File: src/si2_defines.svh
// constants for the second input configuration register bank
`ifndef SI2_DEFINES_SVH
`define SI2_DEFINES_SVH

// register indices; byte address is four times the index
`define SI2_IDX_HIGH      10'h023
`define SI2_IDX_LOW       10'h024
`define SI2_IDX_RATIO     10'h025
`define SI2_IDX_BIAS      10'h026
`define SI2_IDX_FILTER    10'h02B
`define SI2_IDX_TYPE      10'h0AA
`define SI2_IDX_CHAR      10'h0AB
`define SI2_IDX_STATUS    10'h0B0

// status register fields
`define SI2_STS_FIELDCAL  0
`define SI2_STS_REJECT    1

// widths
`define SI2_FP_W          32
`define SI2_INT_W         16
`define SI2_IDX_W         10

// reset values
`define SI2_RST_HIGH      32'h42C80000
`define SI2_RST_LOW       32'h00000000
`define SI2_RST_RATIO     32'h3F800000
`define SI2_RST_BIAS      32'h00000000
`define SI2_RST_FILTER    32'h00000000
`define SI2_RST_TYPE      16'h0000
`define SI2_RST_CHAR      16'h0019

// single precision bounds
`define SI2_FP_M999       32'hC479C000
`define SI2_FP_9999       32'h461C3C00
`define SI2_FP_M20        32'hC1A00000
`define SI2_FP_20         32'h41A00000
`define SI2_FP_ZERO       32'h00000000
`define SI2_FP_120        32'h42F00000

// highest characterization code (square root)
`define SI2_CHAR_MAX      16'h001A

`endif

File: src/si2_pkg.sv
// types for the second input configuration register bank
`include "si2_defines.svh"
package si2_pkg;

  typedef enum logic [15:0] {
    SI2_TYPE_DISABLED = 16'h0000,
    SI2_TYPE_MA_0_20  = 16'h001A,
    SI2_TYPE_MA_4_20  = 16'h001B,
    SI2_TYPE_V_0_5    = 16'h001F,
    SI2_TYPE_V_1_5    = 16'h0020,
    SI2_TYPE_V_0_2    = 16'h0023
  } si2_sigtype_e;

  typedef struct packed {
    logic [`SI2_FP_W-1:0]  rangeHigh;
    logic [`SI2_FP_W-1:0]  rangeLow;
    logic [`SI2_FP_W-1:0]  ratio;
    logic [`SI2_FP_W-1:0]  bias;
    logic [`SI2_FP_W-1:0]  filterTime;
    logic [`SI2_INT_W-1:0] sigType;
    logic [`SI2_INT_W-1:0] charCode;
  } si2_cfg_s;

  typedef struct packed {
    si2_cfg_s              cfg;
    logic                  fieldCal;
    logic                  rejectLast;
    logic                  calRestore;
    logic                  pready;
    logic                  pslverr;
    logic [`SI2_FP_W-1:0]  prdata;
  } si2_state_s;

endpackage

File: src/si2_fp_range.sv
// single precision range check, bounds inclusive
`timescale 1ns/100ps
`include "si2_defines.svh"
module si2_fp_range
(
  // operands
  input  wire logic [`SI2_FP_W-1:0] value,
  input  wire logic [`SI2_FP_W-1:0] lowBound,
  input  wire logic [`SI2_FP_W-1:0] highBound,
  // result
  output logic                      inRange
);

  // maps a float onto an unsigned key with the same ordering
  function automatic logic [`SI2_FP_W-1:0] fpKey(
    input logic [`SI2_FP_W-1:0] f);
    logic [`SI2_FP_W-1:0] k;
    k = f[`SI2_FP_W-1] ? ~f : (f | 32'h80000000);
    // minus zero counts as zero so the zero bound admits it
    if (f == 32'h80000000)
      k = 32'h80000000;
    return k;
  endfunction

  logic notFinite;

  always_comb
  begin
    // nan and infinity never fit any setting
    notFinite = (value[30:23] == 8'hFF);
    inRange   = !notFinite &&
                (fpKey(value) >= fpKey(lowBound)) &&
                (fpKey(value) <= fpKey(highBound));
  end

endmodule // si2_fp_range

File: src/si2_regs.sv
// second input configuration registers behind an apb slave
//
// Local design decision: the APB register port.
`timescale 1ns/100ps
`include "si2_defines.svh"
module si2_regs
#(
  parameter int ADDR_W = 12
)
(
  // clock and reset
  input  wire logic                 clock,
  input  wire logic                 rst,
  // apb slave
  input  wire logic                 psel,
  input  wire logic                 penable,
  input  wire logic                 pwrite,
  input  wire logic [ADDR_W-1:0]    paddr,
  input  wire logic [`SI2_FP_W-1:0] pwdata,
  output logic [`SI2_FP_W-1:0]      prdata,
  output logic                      pready,
  output logic                      pslverr,
  // measurement side
  input  wire logic                 fieldCalStore,
  output si2_pkg::si2_cfg_s         cfg,
  output logic                      fieldCalActive,
  output logic                      calRestore
);

  si2_pkg::si2_state_s state_ff;
  si2_pkg::si2_state_s nxt_state;

  logic [`SI2_IDX_W-1:0] idx;
  logic [`SI2_FP_W-1:0]  loB;
  logic [`SI2_FP_W-1:0]  hiB;
  logic                  fpOk;
  logic                  setupCyc;
  logic                  commit;

  function automatic logic typeLegal(input logic [`SI2_INT_W-1:0] c);
    return c == si2_pkg::SI2_TYPE_DISABLED || c == si2_pkg::SI2_TYPE_MA_0_20
        || c == si2_pkg::SI2_TYPE_MA_4_20 || c == si2_pkg::SI2_TYPE_V_0_5
        || c == si2_pkg::SI2_TYPE_V_1_5 || c == si2_pkg::SI2_TYPE_V_0_2;
  endfunction

  function automatic logic isFloatIdx(input logic [`SI2_IDX_W-1:0] i);
    return i == `SI2_IDX_HIGH || i == `SI2_IDX_LOW || i == `SI2_IDX_RATIO
        || i == `SI2_IDX_BIAS || i == `SI2_IDX_FILTER;
  endfunction

  function automatic logic isMapped(input logic [`SI2_IDX_W-1:0] i);
    return isFloatIdx(i) || i == `SI2_IDX_TYPE || i == `SI2_IDX_CHAR
        || i == `SI2_IDX_STATUS;
  endfunction

  assign idx      = paddr[`SI2_IDX_W+1:2];
  assign setupCyc = psel && !penable;
  // write lands only on the completing access edge
  assign commit   = psel && penable && pwrite && state_ff.pready;

  // bounds follow the addressed register
  always_comb
  begin
    loB = `SI2_FP_M999;
    hiB = `SI2_FP_9999;
    if (idx == `SI2_IDX_RATIO)
    begin
      loB = `SI2_FP_M20;
      hiB = `SI2_FP_20;
    end
    else if (idx == `SI2_IDX_FILTER)
    begin
      loB = `SI2_FP_ZERO;
      hiB = `SI2_FP_120;
    end
  end

  si2_fp_range u_range
  (
    .value     (pwdata),
    .lowBound  (loB),
    .highBound (hiB),
    .inRange   (fpOk)
  );

  always_comb
  begin
    logic bad;
    logic [`SI2_INT_W-1:0] wInt;
    bad  = 1'b0;
    wInt = pwdata[`SI2_INT_W-1:0];
    nxt_state = state_ff;
    nxt_state.calRestore = 1'b0;
    nxt_state.pready     = setupCyc;
    // answer stands for the access cycle only
    nxt_state.pslverr    = 1'b0;
    nxt_state.prdata     = '0;
    if (setupCyc)
    begin
      // decide answer in setup so outputs leave flops
      bad = !isMapped(idx) || (paddr[1:0] != 2'b00);
      if (pwrite && !bad)
      begin
        if (isFloatIdx(idx))
          bad = !fpOk;
        else if (idx == `SI2_IDX_TYPE)
          bad = (pwdata[31:16] != 16'h0000) || !typeLegal(wInt);
        else if (idx == `SI2_IDX_CHAR)
          bad = (pwdata[31:16] != 16'h0000)
             || (wInt > `SI2_CHAR_MAX);
        else
          bad = 1'b1;
      end
      nxt_state.pslverr = bad;
      nxt_state.prdata  = '0;
      if (!pwrite && !bad)
      begin
        unique case (idx)
          `SI2_IDX_HIGH:   nxt_state.prdata = state_ff.cfg.rangeHigh;
          `SI2_IDX_LOW:    nxt_state.prdata = state_ff.cfg.rangeLow;
          `SI2_IDX_RATIO:  nxt_state.prdata = state_ff.cfg.ratio;
          `SI2_IDX_BIAS:   nxt_state.prdata = state_ff.cfg.bias;
          `SI2_IDX_FILTER: nxt_state.prdata = state_ff.cfg.filterTime;
          `SI2_IDX_TYPE:   nxt_state.prdata = {16'h0000, state_ff.cfg.sigType};
          `SI2_IDX_CHAR:   nxt_state.prdata = {16'h0000, state_ff.cfg.charCode};
          default:
          begin
            nxt_state.prdata[`SI2_STS_FIELDCAL] = state_ff.fieldCal;
            nxt_state.prdata[`SI2_STS_REJECT]   = state_ff.rejectLast;
          end
        endcase
      end
    end
    else if (commit)
    begin
      nxt_state.rejectLast = state_ff.pslverr;
      if (!state_ff.pslverr)
      begin
        unique case (idx)
          `SI2_IDX_HIGH:   nxt_state.cfg.rangeHigh  = pwdata;
          `SI2_IDX_LOW:    nxt_state.cfg.rangeLow   = pwdata;
          `SI2_IDX_RATIO:  nxt_state.cfg.ratio      = pwdata;
          `SI2_IDX_BIAS:   nxt_state.cfg.bias       = pwdata;
          `SI2_IDX_FILTER: nxt_state.cfg.filterTime = pwdata;
          `SI2_IDX_TYPE:
          begin
            nxt_state.cfg.sigType = wInt;
            if (wInt != state_ff.cfg.sigType)
            begin
              // field trims fit the old range only
              nxt_state.fieldCal   = 1'b0;
              nxt_state.calRestore = 1'b1;
            end
          end
          default:         nxt_state.cfg.charCode = wInt;
        endcase
      end
    end
    // a field calibration stored in the clearing cycle still wins
    if (fieldCalStore)
      nxt_state.fieldCal = 1'b1;
  end

  always_ff @(posedge clock)
  begin
    if (rst)
    begin
      state_ff                <= '0;
      state_ff.cfg.rangeHigh  <= `SI2_RST_HIGH;
      state_ff.cfg.rangeLow   <= `SI2_RST_LOW;
      state_ff.cfg.ratio      <= `SI2_RST_RATIO;
      state_ff.cfg.bias       <= `SI2_RST_BIAS;
      state_ff.cfg.filterTime <= `SI2_RST_FILTER;
      state_ff.cfg.sigType    <= `SI2_RST_TYPE;
      state_ff.cfg.charCode   <= `SI2_RST_CHAR;
    end
    else
      state_ff <= nxt_state;
  end

  assign prdata         = state_ff.prdata;
  assign pready         = state_ff.pready;
  assign pslverr        = state_ff.pslverr;
  assign cfg            = state_ff.cfg;
  assign fieldCalActive = state_ff.fieldCal;
  assign calRestore     = state_ff.calRestore;
endmodule // si2_regs

File: config.mk
export PLATFORM = sky130hd
export DESIGN_NAME = si2_regs
export DESIGN_NICKNAME = d
export VERILOG_FILES = /design/src/si2_pkg.sv /design/src/si2_fp_range.sv /design/src/si2_regs.sv
export VERILOG_INCLUDE_DIRS = /design/src
export SDC_FILE = /design/constraint.sdc
export NUM_CORES = 1
export LEC_CHECK = 0
export BUFFER_PORTS_ARGS = -buffer_cell sky130_fd_sc_hd__buf_2
export CORE_MARGIN = 2
export CORE_UTILIZATION = 35
export DETAILED_ROUTE_END_ITERATION = 8
export PLACE_DENSITY = 0.65
export SLEW_MARGIN = 15
export SYNTH_ARGS = -nofsm -noshare
export SYNTH_HDL_FRONTEND = slang
export SYNTH_SLANG_ARGS = --single-unit
File: constraint.sdc
create_clock -name clock -period 4.9 [get_ports clock]
set_input_delay 0.98 -clock clock [delete_from_list [all_inputs] [get_ports clock]]
set_output_delay 0.98 -clock clock [all_outputs]
set_load 0.02 [all_outputs]
==> results of run 1 <==
## final cells by class
type                            instances  area, sq um  share of cell area
Antenna cell                            1         2.50            0.000182
Clock buffer                           42          781              0.0567
Clock inverter                          6         76.3             0.00554
Inverter                               14         52.6             0.00382
Multi-Input combinational cell       1053         5960               0.433
Sequential cell                       229         4580               0.333
Tap cell                              461          577              0.0419
Timing Repair Buffer                  322         1740               0.127
## layer usage
layer | GRT usage | vias to the layer above | routed length, microns
li1 | - | 5279 | -
met1 | 0.311 | 5343 | 20000
met2 | 0.371 | 518 | 20400
met3 | 0.0344 | 92 | 3530
met4 | 0.0789 | 0 | 1480
met5 | 0 | - | 0
## cells by family after synthesis
| group | Yosys count |
|---|---|
| compound gates | 323 |
| fa+ha+maj | 45 |
| xor+xnor | 46 |
| buf+inv | 367 |
| mux | 65 |
| flops | 229 |
| simple gates | 574 |
## critical path, stage by stage
cell	delay (ns)
buf_2	0.20
or4_1	0.58
nor3_1	0.27
and4b_1	0.47
buf_4	0.25
nor2_1	0.09
ha_1	0.20
a2111oi_0	0.41
o21ai_0	0.15
a21oi_1	0.15
o21ai_0	0.10
a221oi_1	0.32
o211ai_1	0.19
o211ai_1	0.11
## state kept, by name, indices dropped and copies added, names as in the netlist
register,count
state_ff,1
pslverr,1
fieldCalActive,1
cfg,192
pready,1
calRestore,1
prdata,32
## where the power goes
part,switching (mW),internal [mW]
Combinational,0.203,0.0965
Sequential,0.00310,1.86
Clock,0.813,1.14
Total,1.02,3.10
## per-stage QoR
step / power [mW] / hold slack [ns]
4_1_cts: 4.14 / 0.469
5_1_grt: 4.24 / 0.487
6_report: 4.12 / 0.469
2_1_floorplan: 2.10 / 0.446
3_5_place_dp: 2.20 / 0.460
3_3_place_gp: 2.20 / 0.456
## cell usage in the layout (no fill, tap or decap), drive strengths merged, types with 2 or more instances in the layout
master / count
or3: 6
inv: 14
a22oi: 19
a21o: 8
xnor2: 27
ha: 45
o21ai: 39
and4b: 2
or2: 5
a211o: 6
and3: 2
nor4: 10
or4: 2
and2: 2
xor2: 19
nand4: 10
mux2: 10
dfxtp: 229
a211oi: 3
nor2: 84
nand3: 24
a221oi: 5
o211ai: 2
a2111oi: 2
nor3b: 2
clkinv: 4
a21oi: 223
buf: 322
nand3b: 15
nand2b: 5
nand2: 382
a222oi: 10
clkbuf: 42
nor3: 8
nor2b: 8
and4: 3
mux2i: 55
## worst max path at each step
| stage | start | end | slack [ns] | cells past startpoint |
|---|---|---|---|---|
| 2_1_floorplan | paddr[8] | pslverr | 0.57 | 15 |
| 3_3_place_gp | pwdata[14] | pslverr | 0.44 | 14 |
| 3_5_place_dp | pwdata[14] | pslverr | 0.37 | 14 |
| 4_1_cts | pwdata[14] | pslverr | 0.96 | 14 |
| 5_1_grt | pwdata[14] | pslverr | 0.70 | 14 |
| 6_report | pwdata[14] | pslverr | 0.91 | 14 |
==> flow_metrics.env, run 1 <==
export IMPL_synth_avg_cell_area_sq_um=7.74
export IMPL_gp_congestion=0.885
export IMPL_nets=1741
export IMPL_place_port_buffers=277
export IMPL_required_ns=5.40
export IMPL_final_cells=2128
export IMPL_cp_end_kind="register"
export IMPL_placed_cells_incl_taps=2079
export IMPL_boundaryPins=278
export IMPL_yosysSeqAreaShare=0.359
export IMPL_worstPathArrival_ns=4.48
export IMPL_finalCritPeriodShare=0.813
export IMPL_worstSkewPairLatency_ns=0.57
export IMPL_r2r_slack_ns=2.51
export IMPL_whs_path_depth=2
export IMPL_tightest_slew_ns=0.842
export IMPL_yosysTopAreaCell="dfxtp_1"
export IMPL_start_util=0.357
export IMPL_hpwl_mm=31.9
export IMPL_setup_tns_ns=0
export IMPL_synth_top_family_by_area="simple AND/OR/NAND/NOR gates"
export IMPL_drt_vias_per_instance=5.28
export IMPL_synth_compound_area_frac=0.142
export IMPL_period_needed_ns=3.99
export IMPL_clock_sinks=229
export IMPL_slew_violations=0
export IMPL_status="completed"
export IMPL_cellPowerDensity_nw_per_um2=299
export IMPL_synth_nets=1744
export IMPL_dpl_cell_area_sq_um=12900
export IMPL_relSlewSlack=0.439
export IMPL_peakVddDrop_uv=241
export IMPL_synth_edf_count=0
export IMPL_timing_rr_end="cfg[188]"
export IMPL_synthAdderAreaFrac=0.0441
export IMPL_post_cts_resized=0
export IMPL_grt_pass1_wl_mm=66.8
export IMPL_ys_top_cells_by_area="dfxtp_1, buf_4, nand2_1"
export IMPL_cp_start_kind="input pin"
export IMPL_hold_path_end="cfg[177]"
export IMPL_coreArea_sq_um=35700
export IMPL_grt_max_degree=74
export IMPL_yosys_area_share_simple=0.194
export IMPL_p_leak_nw=5.84
export IMPL_syn_area_sq_um=12800
export IMPL_final_util=0.385
export IMPL_rsz0062_at_grt="false"
export IMPL_clk_path_buf_depth=3
export IMPL_fill_cells=3666
export IMPL_syn_inst=1649
export IMPL_synth_flop_cell="dfxtp_1"
export IMPL_synth_xor_area_frac=0.0316
export IMPL_finalClockSkew_ns=0.0427
export IMPL_die_w_microns=195
export IMPL_worstSetupPathType="in2reg"
export IMPL_ys_top_cells_by_count="nand2_1, dfxtp_1, buf_4"
export IMPL_crit_fanout=11
export IMPL_hold_path_startpoint="cfg[177]"
export IMPL_route_detailed_drc=0
export IMPL_cts_buffers=26
export IMPL_synth_area_mux_share=0.0520
export IMPL_ys_ff_latch=229
export IMPL_fp_dieH_microns=195
export IMPL_root_buffer="clkbuf_16"
export IMPL_cts_max_level=1
export IMPL_worst_r2r_path_depth=6
export IMPL_max_freq_mhz=251
export IMPL_ys_types=54
export IMPL_synthArstFlopShare=0
export IMPL_hold_buffers=0
export IMPL_dieArea_sq_um=38000
export IMPL_grt_overflow=0
export IMPL_synth_most_common_cell="nand2_1"
export IMPL_worst_r2r_startpoint="pready"
export IMPL_finalHoldViolations=0
export IMPL_drive_above_1_share=0.232
export IMPL_ant_nets=0
export IMPL_wl_per_cell_microns=21.3
export IMPL_wl_mm=45.4
export IMPL_worst_slack_ns=0.914
export IMPL_synth_top_cell_area_share=0.359
export IMPL_fin_area_sq_um=13800
export IMPL_clkTransAtPathRegs_ns=0.07
export IMPL_yosysWarnings=0
export IMPL_hold_class="reg2reg"
export IMPL_rows=69
export IMPL_routed_via_count=11232
export IMPL_antenna_found_initial=2
export IMPL_cts_setup_buffers=0
export IMPL_pre_cts_slack_ns=0.369
export IMPL_setup_viol=0
export IMPL_max_cap_viol_count=0
export IMPL_grt_pass1_vias=10801
export IMPL_drt_iter0_drc=945
export IMPL_cts_tree="yes"
export IMPL_grt_use_total=0.229
export IMPL_area_growth_pct=7.92
export IMPL_drtPass1Iterations=7
No activity file was read; power rests on OpenSTA's default activity.
==> inputs of run 2 (changes only) <==
- ABC_AREA: not set -> 1
- PLACE_DENSITY: 0.65 -> 0.68
- clock period: 4.9 -> 3.6 ns (I/O delays scaled with it)
==> flow_metrics.env, run 2 <==
export IMPL_setup_tns_ns=0
export IMPL_finalCritPeriodShare=0.794
export IMPL_grt_overflow=0
export IMPL_required_ns=4.09
export IMPL_route_detailed_drc=0
export IMPL_cts_max_level=1
export IMPL_synth_edf_count=0
export IMPL_drt_vias_per_instance=5.26
export IMPL_tightest_slew_ns=1.06
export IMPL_yosysSeqAreaShare=0.373
export IMPL_ys_ff_latch=229
export IMPL_drtPass1Iterations=5
export IMPL_boundaryPins=278
export IMPL_rows=68
export IMPL_synth_nets=1697
export IMPL_finalHoldViolations=0
export IMPL_cts_setup_buffers=0
export IMPL_wl_per_cell_microns=20.4
export IMPL_coreArea_sq_um=34500
export IMPL_cp_start_kind="input pin"
export IMPL_peakVddDrop_uv=316
export IMPL_clkTransAtPathRegs_ns=0.07
export IMPL_largest_reg_flops=192
export IMPL_yosysTopAreaCell="dfxtp_1"
export IMPL_nets=1725
export IMPL_p_clk_frac=0.484
export IMPL_power_net_switching_mw=1.43
export IMPL_largest_register="cfg"
export IMPL_post_cts_resized=0
export IMPL_worstSetupPathType="in2reg"
export IMPL_power_frac_comb=0.065
export IMPL_synth_avg_cell_area_sq_um=7.68
export IMPL_setup_viol=0
export IMPL_syn_inst=1602
export IMPL_start_util=0.356
export IMPL_clock_sinks=229
export IMPL_hold_class="in2reg"
export IMPL_p_int_mw=4.20
export IMPL_finalClockSkew_ns=0.0244
export IMPL_die_w_microns=191
export IMPL_grt_max_degree=191
export IMPL_grt_use_total=0.229
export IMPL_syn_area_sq_um=12300
export IMPL_final_common_cell="buf_2"
export IMPL_hpwl_mm=31.3
export IMPL_cellPowerDensity_nw_per_um2=420
export IMPL_wl_mm=43.1
export IMPL_final_seq_area_sq_um=4580
export IMPL_power_mw=5.63
export IMPL_ys_top_cells_by_count="a21oi_1, dfxtp_1, buf_4"
export IMPL_slew_violations=0
export IMPL_ys_types=43
export IMPL_layout_common_cells="buf_2, a21oi_1, dfxtp_1, nand2_1, o21ai_0"
export IMPL_place_port_buffers=277
export IMPL_fill_cells=3625
export IMPL_cts_buffers=26
export IMPL_grt_pass1_wl_mm=64.4
export IMPL_synthArstFlopShare=0
export IMPL_drt_iter0_drc=929
export IMPL_power_switching_share=0.255
export IMPL_routed_via_count=11088
export IMPL_hold_buffers=0
export IMPL_grt_pass1_vias=10321
export IMPL_synth_top_cell_area_share=0.373
export IMPL_yosysWarnings=0
export IMPL_crit_fanout=17
export IMPL_p_seq_frac=0.451
export IMPL_max_freq_mhz=350
export IMPL_clk_path_buf_depth=3
export IMPL_final_util=0.388
export IMPL_relSlewSlack=0.285
export IMPL_cp_end_kind="register"
export IMPL_p_leak_nw=6.39
export IMPL_multiInputGateArea_sq_um=5220
export IMPL_synth_flop_cell="dfxtp_1"
export IMPL_worstSkewPairLatency_ns=0.56
export IMPL_worstPathArrival_ns=3.35
export IMPL_cts_tree="yes"
export IMPL_area_growth_pct=9.07
export IMPL_root_buffer="clkbuf_16"
export IMPL_antenna_found_initial=3
export IMPL_dieArea_sq_um=36700
export IMPL_ant_nets=0
export IMPL_rsz0062_at_grt="false"
export IMPL_period_needed_ns=2.86
export IMPL_max_cap_viol_count=0
export IMPL_fp_dieH_microns=191
export IMPL_status="completed"
export IMPL_ys_top_cells_by_area="dfxtp_1, buf_4, a21oi_1"
export IMPL_drive_above_1_share=0.229
export IMPL_gp_congestion=0.967
export IMPL_synth_most_common_cell="a21oi_1"
==> run 2: cell count changes in the layout (fill, tap and decap cells not counted), moves of 18 or more <==
| cell | previous run | this run |
|---|---|---|
| o21ai_0 | 39 | 190 |
| nand2_1 | 382 | 190 |
| a22o_1 | 0 | 22 |
| xnor2_1 | 27 | 2 |
| inv_1 | 14 | 106 |
| buf_4 | 44 | 25 |
| a31oi_1 | 1 | 19 |
| mux2i_1 | 55 | 0 |
| a22oi_1 | 19 | 0 |
==> run 2: layer usage <==
layer  part of all wire  global-route usage  wire (microns)
met1               0.44               0.315           18900
met2               0.45               0.373           19500
met3              0.079              0.0314            3400
met4              0.028              0.0633            1200
met5            0.00030                   0              13
==> run 2: cell families after synthesis <==
family / synth area share
compound gates: 0.236
buf+inv: 0.205
simple gates: 0.120
flops: 0.373
fa+ha+maj: 0.0458
xor+xnor: 0.0199
==> run 2: final cells by class <==
type	count	share of cell area
Multi-Input combinational cell	944	0.389
Sequential cell	229	0.342
Timing Repair Buffer	309	0.128
Clock buffer	32	0.0524
Tap cell	455	0.0424
Inverter	120	0.0338
Clock inverter	16	0.0125
Antenna cell	2	0.000373
==> run 2: path summary, 6_finish.rpt <==
check,from,to,depth (start not counted),slack (ns)
hold / removal,fieldCalStore,fieldCalActive,3,0.37
setup / recovery,pwdata[7],pslverr,21,0.74
setup reg to reg,pready,cfg[1],7,1.57
hold reg to reg,cfg[147],prdata[19],2,0.49
==> run 2: worst max-delay path: stages <==
cell and delay (ns):
buf_2 0.13, nor2_1 0.25, nand2_1 0.09, nor2_1 0.14
nand2_1 0.10, nor2_2 0.32, buf_12 0.20, a21oi_1 0.07
ha_1 0.30, a21oi_1 0.18, o21a_1 0.14, nand2_1 0.07
nand2_1 0.05, nand2_1 0.05, nand2_1 0.06, nand2_1 0.05
nand2_1 0.06, nand3_1 0.07, nand3_1 0.11, nand2_1 0.06
a21oi_1 0.11
==> run 2: metrics by stage <==
stage / hold WS (ns) / instances / cell area (sq um) / setup WS [ns]
6_report: 0.367 / 2107 / 13400 / 0.741
5_1_grt: 0.361 / 2105 / 13400 / 0.390
4_1_cts: 0.359 / 2105 / 13400 / 0.767
3_5_place_dp: 0.485 / 2057 / 12500 / 0.177
3_3_place_gp: 0.482 / 2057 / 12500 / 0.225
2_1_floorplan: 0.432 / 1602 / 12300 / 0.379
==> run 2: power by group through the flow <==
stage               clock [mW]  sequential [mW]  combinational, mW
floorplan                    0             2.60              0.223
global placement             0             2.60              0.356
detailed placement           0             2.60              0.361
CTS                       2.76             2.54              0.362
global route              2.85             2.54              0.406
finish                    2.72             2.54              0.366
